`src/rtl/xic_map.svh`:
```
// register map, field positions, reset values and timing counts
`ifndef XIC_MAP_SVH
`define XIC_MAP_SVH
`define XIC_IDX_SYNC        8'h01
`define XIC_IDX_NONMASKABLE_CONTROL     8'h02
`define XIC_IDX_NMIPEND     8'h03
`define XIC_IDX_EVEN        8'h04
`define XIC_IDX_ENCLR       8'h08
`define XIC_IDX_ENSET       8'h0C
`define XIC_IDX_FLAGS       8'h10
`define XIC_IDX_CFG0        8'h18
`define XIC_IDX_CFG1        8'h1C
`define XIC_SYNC_BIT        7
`define XIC_NMI_FILT_BIT    3
`define XIC_NMI_PEND_BIT    0
`define XIC_RST_BYTE        8'h00
`define XIC_RST_WORD        32'h0000_0000
`define XIC_SYNC_CYCLES     3'h3
`define XIC_CFG_FIELD       4
`define XIC_SENSE_W         3
`define XIC_LINES_PER_CFG   8
`endif

```
`src/rtl/xic_pkg.sv`:
```
// shared types of the interrupt control block
package xic_pkg;
  typedef enum logic [2:0] {
    XIC_NONE, XIC_RISE, XIC_FALL, XIC_BOTH, XIC_HIGH, XIC_LOW
  } xic_sense_t;
endpackage

```
`src/rtl/xic_detect.sv`:
```
// one input conditioner: synchroniser, glitch filter and trigger detection
`include "xic_map.svh"
module xic_detect
  import xic_pkg::*;
(
  input  wire logic       clk,
  input  wire logic       rst_n,
  input  wire logic       pin,
  input  wire logic       filt_en,
  input  wire logic [2:0] sense,
  output logic            detect_reg
);
  logic       sync1_reg;
  logic       sync2_reg;
  logic [2:0] hist_reg;
  logic       prev_reg;
  logic       filt;
  logic       sel;

  always_ff @(posedge clk) begin
    if (!rst_n) begin
      sync1_reg <= 1'b0;
      sync2_reg <= 1'b0;
    end else begin
      sync1_reg <= pin;
      sync2_reg <= sync1_reg;
    end
  end

  // majority of three samples rejects single-cycle glitches
  always_ff @(posedge clk) begin
    if (!rst_n) hist_reg <= 3'h0;
    else        hist_reg <= {hist_reg[1:0], sync2_reg};
  end

  assign filt = (hist_reg[0] & hist_reg[1]) | (hist_reg[1] & hist_reg[2]) |
                (hist_reg[0] & hist_reg[2]);
  assign sel  = filt_en ? filt : sync2_reg;

  always_ff @(posedge clk) begin
    if (!rst_n) prev_reg <= 1'b0;
    else        prev_reg <= sel;
  end

  always_ff @(posedge clk) begin
    if (!rst_n) begin
      detect_reg <= 1'b0;
    end else begin
      case (sense)
        XIC_RISE: detect_reg <= sel & ~prev_reg;
        XIC_FALL: detect_reg <= ~sel & prev_reg;
        XIC_BOTH: detect_reg <= sel ^ prev_reg;
        XIC_HIGH: detect_reg <= sel;
        XIC_LOW:  detect_reg <= ~sel;
        default:  detect_reg <= 1'b0;
      endcase
    end
  end

  AST_FILT_BYPASS: assert property (@(posedge clk) disable iff (!rst_n)
    (!filt_en && sense == XIC_HIGH && sync2_reg) |=> detect_reg)
    else $error("bypassed high level not detected");
  AST_SENSE_RISE: assert property (@(posedge clk) disable iff (!rst_n)
    (sense == XIC_RISE && !filt_en && sync2_reg && !prev_reg) |=> detect_reg)
    else $error("rising edge not detected");
  AST_SENSE_RSV: assert property (@(posedge clk) disable iff (!rst_n)
    (sense[2:1] == 2'b11) |=> !detect_reg)
    else $error("reserved sense code detected");
endmodule // xic_detect

```
`src/rtl/xic_ctrl.sv`:
```
// interrupt control registers: nonmaskable input, line enables, events
//
// Our own choice: the plain strobed port.
`include "xic_map.svh"
module xic_ctrl
  import xic_pkg::*;
#(
  parameter int LINES = 16
)(
  input  wire logic             clk,
  input  wire logic             rst_n,
  input  wire logic [7:0]       bus_addr,
  input  wire logic [31:0]      bus_wdata,
  input  wire logic             bus_wr,
  input  wire logic             bus_rd,
  output logic      [31:0]      bus_rdata,
  input  wire logic             nonmaskable_pin,
  input  wire logic [LINES-1:0] ext_line_pin,
  output logic      [LINES-1:0] line_event,
  output logic                  nmi_irq,
  output logic                  line_irq
);
  // registers sit at their own byte offsets; each access moves a whole register
  function automatic logic hit(input logic [7:0] a, input logic [7:0] off);
    return a == off;
  endfunction

  logic [7:0]       nonmaskable_control_reg;
  logic [7:0]       nmi_active_reg;
  logic             sync_pending_reg;
  logic             sync_again_reg;
  logic [2:0]       sync_cnt_reg;
  logic             nonmaskable_pending_reg;
  logic [LINES-1:0] line_event_enable_reg;
  logic [LINES-1:0] ext_line_irq_en_reg;
  logic [LINES-1:0] line_pending_flags_reg;
  logic [31:0]      line_cfg_reg [2];
  logic [LINES-1:0] line_event_reg;
  logic             nmi_irq_reg;
  logic             line_irq_reg;
  logic [31:0]      rdata_reg;
  logic [31:0]      rdata_next;
  logic             nmi_det;
  logic [LINES-1:0] line_det;
  logic             wr_nonmaskable_control;
  logic             sync_done;

  assign wr_nonmaskable_control = bus_wr && hit(bus_addr, `XIC_IDX_NONMASKABLE_CONTROL);
  assign sync_done  = sync_pending_reg && (sync_cnt_reg == `XIC_SYNC_CYCLES);

  xic_detect u_nmi_det (
    .clk        (clk),
    .rst_n      (rst_n),
    .pin        (nonmaskable_pin),
    .filt_en    (nmi_active_reg[`XIC_NMI_FILT_BIT]),
    .sense      (nmi_active_reg[`XIC_SENSE_W-1:0]),
    .detect_reg (nmi_det)
  );

  for (genvar i = 0; i < LINES; i++) begin : g_line
    localparam int CW = i / `XIC_LINES_PER_CFG;
    localparam int LB = (i % `XIC_LINES_PER_CFG) * `XIC_CFG_FIELD;
    xic_detect u_det (
      .clk        (clk),
      .rst_n      (rst_n),
      .pin        (ext_line_pin[i]),
      .filt_en    (line_cfg_reg[CW][LB+`XIC_SENSE_W]),
      .sense      (line_cfg_reg[CW][LB +: `XIC_SENSE_W]),
      .detect_reg (line_det[i])
    );
  end

  // control value reads back at once; the detector sees it after transfer
  always_ff @(posedge clk) begin
    if (!rst_n) nonmaskable_control_reg <= `XIC_RST_BYTE;
    else if (wr_nonmaskable_control) nonmaskable_control_reg <= {4'h0, bus_wdata[`XIC_CFG_FIELD-1:0]};
  end

  // cross-domain transfer: counter models the slow clock handshake
  always_ff @(posedge clk) begin
    if (!rst_n) begin
      sync_pending_reg <= 1'b0;
      sync_again_reg   <= 1'b0;
      sync_cnt_reg     <= 3'h0;
      nmi_active_reg   <= `XIC_RST_BYTE;
    end else if (!sync_pending_reg) begin
      if (wr_nonmaskable_control) begin
        sync_pending_reg <= 1'b1;
        sync_cnt_reg     <= 3'h1;
      end
    end else if (sync_done) begin
      nmi_active_reg <= nonmaskable_control_reg;
      if (sync_again_reg || wr_nonmaskable_control) begin
        sync_again_reg <= 1'b0;
        sync_cnt_reg   <= 3'h1;
      end else begin
        sync_pending_reg <= 1'b0;
        sync_cnt_reg     <= 3'h0;
      end
    end else begin
      sync_cnt_reg <= sync_cnt_reg + 3'h1;
      if (wr_nonmaskable_control) sync_again_reg <= 1'b1;
    end
  end

  // set ungated, write-one clears; set wins
  always_ff @(posedge clk) begin
    if (!rst_n) nonmaskable_pending_reg <= 1'b0;
    else if (nmi_det) nonmaskable_pending_reg <= 1'b1;
    else if (bus_wr && hit(bus_addr, `XIC_IDX_NMIPEND) && bus_wdata[`XIC_NMI_PEND_BIT])
      nonmaskable_pending_reg <= 1'b0;
  end

  always_ff @(posedge clk) begin
    if (!rst_n) line_event_enable_reg <= LINES'(`XIC_RST_WORD);
    else if (bus_wr && hit(bus_addr, `XIC_IDX_EVEN))
      line_event_enable_reg <= bus_wdata[LINES-1:0];
  end

  always_ff @(posedge clk) begin
    if (!rst_n) begin
      line_cfg_reg[0] <= `XIC_RST_WORD;
      line_cfg_reg[1] <= `XIC_RST_WORD;
    end else if (bus_wr && hit(bus_addr, `XIC_IDX_CFG0)) begin
      line_cfg_reg[0] <= bus_wdata;
    end else if (bus_wr && hit(bus_addr, `XIC_IDX_CFG1)) begin
      line_cfg_reg[1] <= bus_wdata;
    end
  end

  always_ff @(posedge clk) begin
    if (!rst_n) begin
      ext_line_irq_en_reg <= LINES'(`XIC_RST_WORD);
    end else if (bus_wr && hit(bus_addr, `XIC_IDX_ENCLR)) begin
      ext_line_irq_en_reg <= ext_line_irq_en_reg & ~bus_wdata[LINES-1:0];
    end else if (bus_wr && hit(bus_addr, `XIC_IDX_ENSET)) begin
      ext_line_irq_en_reg <= ext_line_irq_en_reg | bus_wdata[LINES-1:0];
    end
  end

  // sticky flags; read clears, a new detection in that cycle survives
  always_ff @(posedge clk) begin
    if (!rst_n) line_pending_flags_reg <= LINES'(`XIC_RST_WORD);
    else if (bus_rd && hit(bus_addr, `XIC_IDX_FLAGS)) line_pending_flags_reg <= line_det;
    else line_pending_flags_reg <= line_pending_flags_reg | line_det;
  end

  always_ff @(posedge clk) begin
    if (!rst_n) line_event_reg <= LINES'(`XIC_RST_WORD);
    else        line_event_reg <= line_det & line_event_enable_reg;
  end

  always_ff @(posedge clk) begin
    if (!rst_n) begin
      nmi_irq_reg  <= 1'b0;
      line_irq_reg <= 1'b0;
    end else begin
      nmi_irq_reg  <= nonmaskable_pending_reg;
      line_irq_reg <= |(line_pending_flags_reg & ext_line_irq_en_reg);
    end
  end

  // read mux; unmapped addresses read zero
  always_comb begin
    rdata_next = `XIC_RST_WORD;
    if (hit(bus_addr, `XIC_IDX_SYNC)) begin
      rdata_next[`XIC_SYNC_BIT] = sync_pending_reg;
    end else if (hit(bus_addr, `XIC_IDX_NONMASKABLE_CONTROL)) begin
      rdata_next[7:0] = nonmaskable_control_reg;
    end else if (hit(bus_addr, `XIC_IDX_NMIPEND)) begin
      rdata_next[`XIC_NMI_PEND_BIT] = nonmaskable_pending_reg;
    end else if (hit(bus_addr, `XIC_IDX_EVEN)) begin
      rdata_next[LINES-1:0] = line_event_enable_reg;
    end else if (hit(bus_addr, `XIC_IDX_ENCLR) || hit(bus_addr, `XIC_IDX_ENSET)) begin
      rdata_next[LINES-1:0] = ext_line_irq_en_reg;
    end else if (hit(bus_addr, `XIC_IDX_FLAGS)) begin
      rdata_next[LINES-1:0] = line_pending_flags_reg;
    end else if (hit(bus_addr, `XIC_IDX_CFG0)) begin
      rdata_next = line_cfg_reg[0];
    end else if (hit(bus_addr, `XIC_IDX_CFG1)) begin
      rdata_next = line_cfg_reg[1];
    end
  end

  // data stand only in the cycle after the read strobe
  always_ff @(posedge clk) begin
    if (!rst_n)      rdata_reg <= `XIC_RST_WORD;
    else if (bus_rd) rdata_reg <= rdata_next;
    else             rdata_reg <= `XIC_RST_WORD;
  end

  assign bus_rdata  = rdata_reg;
  assign line_event = line_event_reg;
  assign nmi_irq    = nmi_irq_reg;
  assign line_irq   = line_irq_reg;

  AST_SYNC_SET: assert property (@(posedge clk) disable iff (!rst_n)
    (wr_nonmaskable_control && !sync_pending_reg) |=> sync_pending_reg)
    else $error("sync pending not raised on transfer start");
  AST_SYNC_CLR: assert property (@(posedge clk) disable iff (!rst_n)
    (wr_nonmaskable_control && !sync_pending_reg) ##1 (!wr_nonmaskable_control)[*3] |=> !sync_pending_reg)
    else $error("sync pending not cleared after transfer");
  AST_SYNC_QUEUE: assert property (@(posedge clk) disable iff (!rst_n)
    (wr_nonmaskable_control && sync_pending_reg) |=> sync_pending_reg ##[1:6] !sync_pending_reg
      or ##[1:6] (nmi_active_reg == nonmaskable_control_reg))
    else $error("queued control write never applied");
  AST_NMI_SET: assert property (@(posedge clk) disable iff (!rst_n)
    nmi_det |=> nonmaskable_pending_reg ##1 nmi_irq)
    else $error("nonmaskable detection lost");
  AST_NMI_W1C: assert property (@(posedge clk) disable iff (!rst_n)
    (bus_wr && hit(bus_addr, `XIC_IDX_NMIPEND) && !bus_wdata[0] && nonmaskable_pending_reg)
      |=> nonmaskable_pending_reg)
    else $error("write of zero cleared nonmaskable flag");
  AST_EVENT: assert property (@(posedge clk) disable iff (!rst_n)
    line_event == ($past(line_det) & $past(line_event_enable_reg)))
    else $error("line event mismatch");
  AST_ENCLR: assert property (@(posedge clk) disable iff (!rst_n)
    (bus_wr && hit(bus_addr, `XIC_IDX_ENCLR))
      |=> (ext_line_irq_en_reg & $past(bus_wdata[LINES-1:0])) == '0)
    else $error("enable clear failed");
  AST_ENSET: assert property (@(posedge clk) disable iff (!rst_n)
    (bus_wr && hit(bus_addr, `XIC_IDX_ENSET))
      |=> ext_line_irq_en_reg == ($past(ext_line_irq_en_reg) | $past(bus_wdata[LINES-1:0])))
    else $error("enable set failed");
  AST_ENREAD: assert property (@(posedge clk) disable iff (!rst_n)
    (bus_rd && hit(bus_addr, `XIC_IDX_ENCLR)) |=> bus_rdata[LINES-1:0] == $past(ext_line_irq_en_reg))
    else $error("enable readback wrong");
  AST_LINE_IRQ: assert property (@(posedge clk) disable iff (!rst_n)
    line_irq == |($past(line_pending_flags_reg) & $past(ext_line_irq_en_reg)))
    else $error("line interrupt not gated by enable");

  // helper for the bounded-transfer check; touches no output
  logic [3:0] pend_quiet_reg;

  // cycles spent pending since the last control write, saturating
  always_ff @(posedge clk) begin
    if (!rst_n) begin
      pend_quiet_reg <= 4'h0;
    end else if (!sync_pending_reg || wr_nonmaskable_control) begin
      pend_quiet_reg <= 4'h0;
    end else if (pend_quiet_reg != 4'hF) begin
      pend_quiet_reg <= pend_quiet_reg + 4'h1;
    end
  end

  // transfer bookkeeping: idle means the detector already holds the setting
  AST_SYNC_IDLE: assert property (@(posedge clk) disable iff (!rst_n)
    !sync_pending_reg |-> nmi_active_reg == nonmaskable_control_reg)
    else $error("detector setting differs from control while idle");

  AST_SYNC_CNT: assert property (@(posedge clk) disable iff (!rst_n)
    sync_pending_reg == (sync_cnt_reg != 3'h0) && sync_cnt_reg <= `XIC_SYNC_CYCLES)
    else $error("transfer counter out of step with sync pending");

  // one queued transfer at most follows the last write
  AST_SYNC_BOUND: assert property (@(posedge clk) disable iff (!rst_n)
    pend_quiet_reg <= 4'(2 * `XIC_SYNC_CYCLES))
    else $error("sync pending outlived its transfer");

  AST_SYNC_LATE: assert property (@(posedge clk) disable iff (!rst_n)
    (wr_nonmaskable_control && sync_pending_reg && !sync_done) |=> sync_again_reg)
    else $error("control write during transfer not queued");

  AST_SYNC_RESTART: assert property (@(posedge clk) disable iff (!rst_n)
    (sync_done && (sync_again_reg || wr_nonmaskable_control))
      |=> sync_pending_reg && sync_cnt_reg == 3'h1)
    else $error("queued transfer did not restart");

  AST_CTRL_RB: assert property (@(posedge clk) disable iff (!rst_n)
    wr_nonmaskable_control |=> nonmaskable_control_reg == {4'h0, $past(bus_wdata[`XIC_CFG_FIELD-1:0])})
    else $error("control write did not complete");

  // nonmaskable flag and request
  AST_NMI_CLR: assert property (@(posedge clk) disable iff (!rst_n)
    (bus_wr && hit(bus_addr, `XIC_IDX_NMIPEND) && bus_wdata[`XIC_NMI_PEND_BIT] && !nmi_det)
      |=> !nonmaskable_pending_reg)
    else $error("write of one left nonmaskable flag set");

  AST_NMI_STICKY: assert property (@(posedge clk) disable iff (!rst_n)
    (nonmaskable_pending_reg && !(bus_wr && hit(bus_addr, `XIC_IDX_NMIPEND)))
      |=> nonmaskable_pending_reg)
    else $error("nonmaskable flag dropped without a clear");

  AST_NMI_IRQ: assert property (@(posedge clk) disable iff (!rst_n)
    nmi_irq == $past(nonmaskable_pending_reg))
    else $error("nonmaskable interrupt does not follow its flag");

  // line enables and their readback
  AST_ENCLR_KEEP: assert property (@(posedge clk) disable iff (!rst_n)
    (bus_wr && hit(bus_addr, `XIC_IDX_ENCLR))
      |=> ext_line_irq_en_reg == ($past(ext_line_irq_en_reg) & ~$past(bus_wdata[LINES-1:0])))
    else $error("enable clear touched bits written zero");

  AST_EN_STILL: assert property (@(posedge clk) disable iff (!rst_n)
    !(bus_wr && (hit(bus_addr, `XIC_IDX_ENCLR) || hit(bus_addr, `XIC_IDX_ENSET)))
      |=> $stable(ext_line_irq_en_reg))
    else $error("line enables changed without a write");

  AST_ENSET_READ: assert property (@(posedge clk) disable iff (!rst_n)
    (bus_rd && hit(bus_addr, `XIC_IDX_ENSET))
      |=> bus_rdata[LINES-1:0] == $past(ext_line_irq_en_reg))
    else $error("enable readback through the set register wrong");

  AST_RDATA_IDLE: assert property (@(posedge clk) disable iff (!rst_n)
    !bus_rd |=> bus_rdata == '0)
    else $error("read data stood beyond its cycle");

  // line flags and events
  AST_FLAG_SET: assert property (@(posedge clk) disable iff (!rst_n)
    (|line_det) |=> (line_pending_flags_reg & $past(line_det)) == $past(line_det))
    else $error("line detection did not set its flag");

  AST_FLAG_STICKY: assert property (@(posedge clk) disable iff (!rst_n)
    !(bus_rd && hit(bus_addr, `XIC_IDX_FLAGS))
      |=> ($past(line_pending_flags_reg) & ~line_pending_flags_reg) == '0)
    else $error("line flag dropped without a read");

  AST_EVENT_OFF: assert property (@(posedge clk) disable iff (!rst_n)
    (line_event_enable_reg == '0) |=> line_event == '0)
    else $error("event emitted from a disabled line");

  AST_EVENT_FREE: assert property (@(posedge clk) disable iff (!rst_n)
    (|(line_det & line_event_enable_reg & ~ext_line_irq_en_reg)) |=> (|line_event))
    else $error("event held back by the interrupt enable");
endmodule // xic_ctrl

```
`config.mk`:
```
export PLATFORM = sky130hd
export DESIGN_NAME = xic_ctrl
export DESIGN_NICKNAME = d
export VERILOG_FILES = /design/src/rtl/xic_pkg.sv /design/src/rtl/xic_detect.sv /design/src/rtl/xic_ctrl.sv
export VERILOG_INCLUDE_DIRS = /design/src /design/src/rtl
export SDC_FILE = /design/constraint.sdc
export NUM_CORES = 1
export LEC_CHECK = 0
export BUFFER_PORTS_ARGS = -buffer_cell sky130_fd_sc_hd__buf_4
export CAP_MARGIN = 10
export CELL_PAD_IN_SITES_DETAIL_PLACEMENT = 0
export CELL_PAD_IN_SITES_GLOBAL_PLACEMENT = 1
export CORE_ASPECT_RATIO = 0.9
export CORE_MARGIN = 2
export CORE_UTILIZATION = 25
export CTS_CLUSTER_DIAMETER = 40
export DETAILED_ROUTE_END_ITERATION = 10
export PLACE_DENSITY = 0.49
export SYNTH_ARGS = -nofsm -noshare
export SYNTH_HDL_FRONTEND = slang
export SYNTH_HIERARCHICAL = 1
export SYNTH_SLANG_ARGS = --single-unit
```
`constraint.sdc`:
```
create_clock -name clk -period 7.1 [get_ports clk]
set_clock_uncertainty 0.15 [all_clocks]
set_input_delay 0.71 -clock clk [delete_from_list [all_inputs] [get_ports clk]]
set_output_delay 0.71 -clock clk [all_outputs]
set_load 0.03 [all_outputs]
```
==> flow_summary_export.csv <==
group,metric,value,unit
yosys,async_reset_ff_frac,0,
final_layout,final_cells,1917,
final_layout,design_area,15100,um^2
hold_path,holdPathStages,2,
setup_path,crit_path_max_fanout,32,
hold_path,min_from,"ext_line_pin[14]",
sta,layout_setup_ws,3.76,ns
final_layout,postLayoutCoreUtil,0.317,
route,wl_per_cell,17.9,um
setup_path,worstSetupStartpointType,"input port",
cts,cts_tree,"done",
yosys,mappedNetlistNets,1230,
global_route,grt_max_degree,95,
sta,hold_viol,0,
cts,htreeDepth,2,
power_and_ir_drop,p_leak,5.98,nW
yosys,synth_top_area_share,0.385,
sta,finalCritPeriodShare,0.470,
yosys,ys_ff_latch,295,
yosys,yosysTopAreaCell,"dfxtp_1",
route,antenna_left,0,
setup_path,cp.arrival,3.60,ns
sta,rsz0062_at_grt,"false",
sta,layout_min_cycle_time,3.34,ns
yosys,ys_top_cells_by_area,"dfxtp_1 (39%), edfxtp_1 (16%), and2_1 (5.3%)",
yosys,synth_most_common_cell,"dfxtp_1",
route,drc,0,
yosys,ys_seq_area_frac,0.546,
place,placedCellCount,1828,
floorplan,die_w,235,um
setup_path,reg2reg_depth,6,
global_route,grt_use_total,0.139,
setup_path,reg2reg_setup_slack,4.87,ns
sta,drv_slew,0,
cts,postCtsSetupRepairBufs,0,
final_layout,largest_register_ff_count,64,
place,dp.final_hpwl,23.1,mm
place,portBuffers,110,
global_route,first_global_vias,8851,
place,gp_congestion,0.732,
cts,cts_resized,0,
flow_run,maxCapViolCount,0,
final_layout,layout.nets,1351,
cts,cts.sinks,295,
floorplan,ios,111,
global_route,grt-ovfl-total,0,
yosys,synth_area,12000,um^2
outcome,status,"completed",
route,routed-via-count,8649,
global_route,top_usage_layer,"met2",
setup_path,worstSetupPathType,"in2reg",
sta,finalSetupViolations,0,
cts,clock_latency,0.56,ns
floorplan,dieHeight,212,um
power_and_ir_drop,p_per_area,291,nW/um^2
sta,tightest_slew,1.17,ns
floorplan,design.core.area,47600,um^2
yosys,synthFlopType,"dfxtp_1",
sta,fin_setup_tns,0,ns
final_layout,antenna_cells_inserted,0,
floorplan,start_util,0.252,
floorplan,fp.dieArea,49800,um^2
yosys,synth_edf_count,64,
route,avgViaCountPerCell,4.51,
route,first_pass_iters,6,
setup_path,critPathRequiredTime,7.36,ns
final_layout,area_growth,26.1,%
yosys,synth_cell_types,52,
setup_path,r2r_end,"g_line[2].u_det/detect_reg",
yosys,yosysWarningCount,6,
global_route,use_met3,0.0273,
cts,root_buffer,"clkbuf_16",
global_route,grt_pass1_wl,53.4,mm
setup_path,r2r_start,"g_line[2].u_det/hist_reg[0]",
floorplan,rows,76,
place,place_ws,3.20,ns
hold_path,hold_end,"g_line[14].u_det/sync1_reg",
global_route,use_met2,0.221,
cts,cts.path.max_buffers,3,
sta,slew_headroom,0.217,
cts,hold_buffers,0,
global_route,grtUsageMet1,0.187,
yosys,synth_commonest_cells,"dfxtp_1 (231), and2_1 (102), a21oi_1 (70)",
place,place_area,13400,um^2
route,drt_first_iter_violations,406,
cts,clk_pin_slew,0.05,ns
route,drt-total-wl,34.4,mm
global_route,antenna_found_initial,1,
yosys,synth_cells,1134,
hold_path,hold_class,"in2reg",
cts,cts_buffers,49,
sta,fmax,299,MHz
power_and_ir_drop,ir_worst_vdd,148,uV
yosys,postSynthAreaPerCell,10.6,um^2
final_layout,drive_gt1_frac,0.224,
setup_path,endpoint_kind,"flop",
-- metrics by stage --
step,power [W],hold WS [ns]
floorplan,0.00194,0.262
global placement,0.00204,0.264
detailed placement,0.00204,0.267
CTS,0.00447,0.161
global route,0.00458,0.178
finish,0.00440,0.204
-- cell families (layout without fill, tap and decap cells) --
kind of cell | count (synthesis) | count (layout) | synth area share
and+or+nand+nor | 416 | 416 | 0.193
DFF | 295 | 295 | 0.546
AOI/OAI and AO/OA | 212 | 212 | 0.119
buffers and inverters | 105 | 264 | 0.0375
muxes | 54 | 54 | 0.0521
adders and majority gates | 52 | 52 | 0.0525
-- routing by layer --
layer | wire length (um) | up-vias
li1 | - | 4285
met4 | 1020 | 0
met5 | 0 | -
met1 | 16400 | 4113
met3 | 1500 | 63
met2 | 15400 | 188
-- worst max-delay path by stage --
stage           startpoint             endpoint  slack [ns]  cells past startpoint
2_1_floorplan  bus_addr[7]   line_cfg_reg[0][0]        4.02                      6
3_3_place_gp   bus_addr[7]  line_cfg_reg[0][21]        3.29                      5
3_5_place_dp   bus_addr[7]  line_cfg_reg[0][57]        3.20                      5
4_1_cts        bus_addr[7]  line_cfg_reg[0][16]        3.81                      5
5_1_grt        bus_addr[2]  line_cfg_reg[0][52]        3.54                      6
6_report       bus_addr[7]  line_cfg_reg[0][16]        3.76                      5
-- worst max-delay path, stage by stage --
cell and delay (ns):
buf_4 0.11, or3_1 0.51, nor3_2 0.89, and4_1 1.09, and2_1 0.27
-- cell type report --
class / count / area [um^2]
Clock inverter: 28 / 314
Fill cell: 4864 / 32500
Inverter: 57 / 216
Tap cell: 624 / 781
Multi-Input combinational cell: 734 / 5010
Timing Repair Buffer: 118 / 898
Sequential cell: 295 / 6550
Clock buffer: 61 / 1360
-- placed cells by master (no fill, tap or decap), types with 34 or more instances in the layout --
master     instances
and2_1           102
inv_1             55
dfxtp_1          231
mux2i_1           37
ha_1              35
buf_4            117
clkbuf_16         51
and2_2            34
nor3_1            35
nand2_1           60
nand3_1           37
nor2_1            69
edfxtp_1          64
a21oi_1           70
-- where the power goes --
group	leakage, nW	switching (W)	total [W]	internal [W]
Clock	0.809	0.000847	0.00240	0.00155
Combinational	2.69	0.000110	0.000187	0.0000775
Sequential	2.48	0.0000524	0.00182	0.00176
Power figures use the tool's default switching activity.
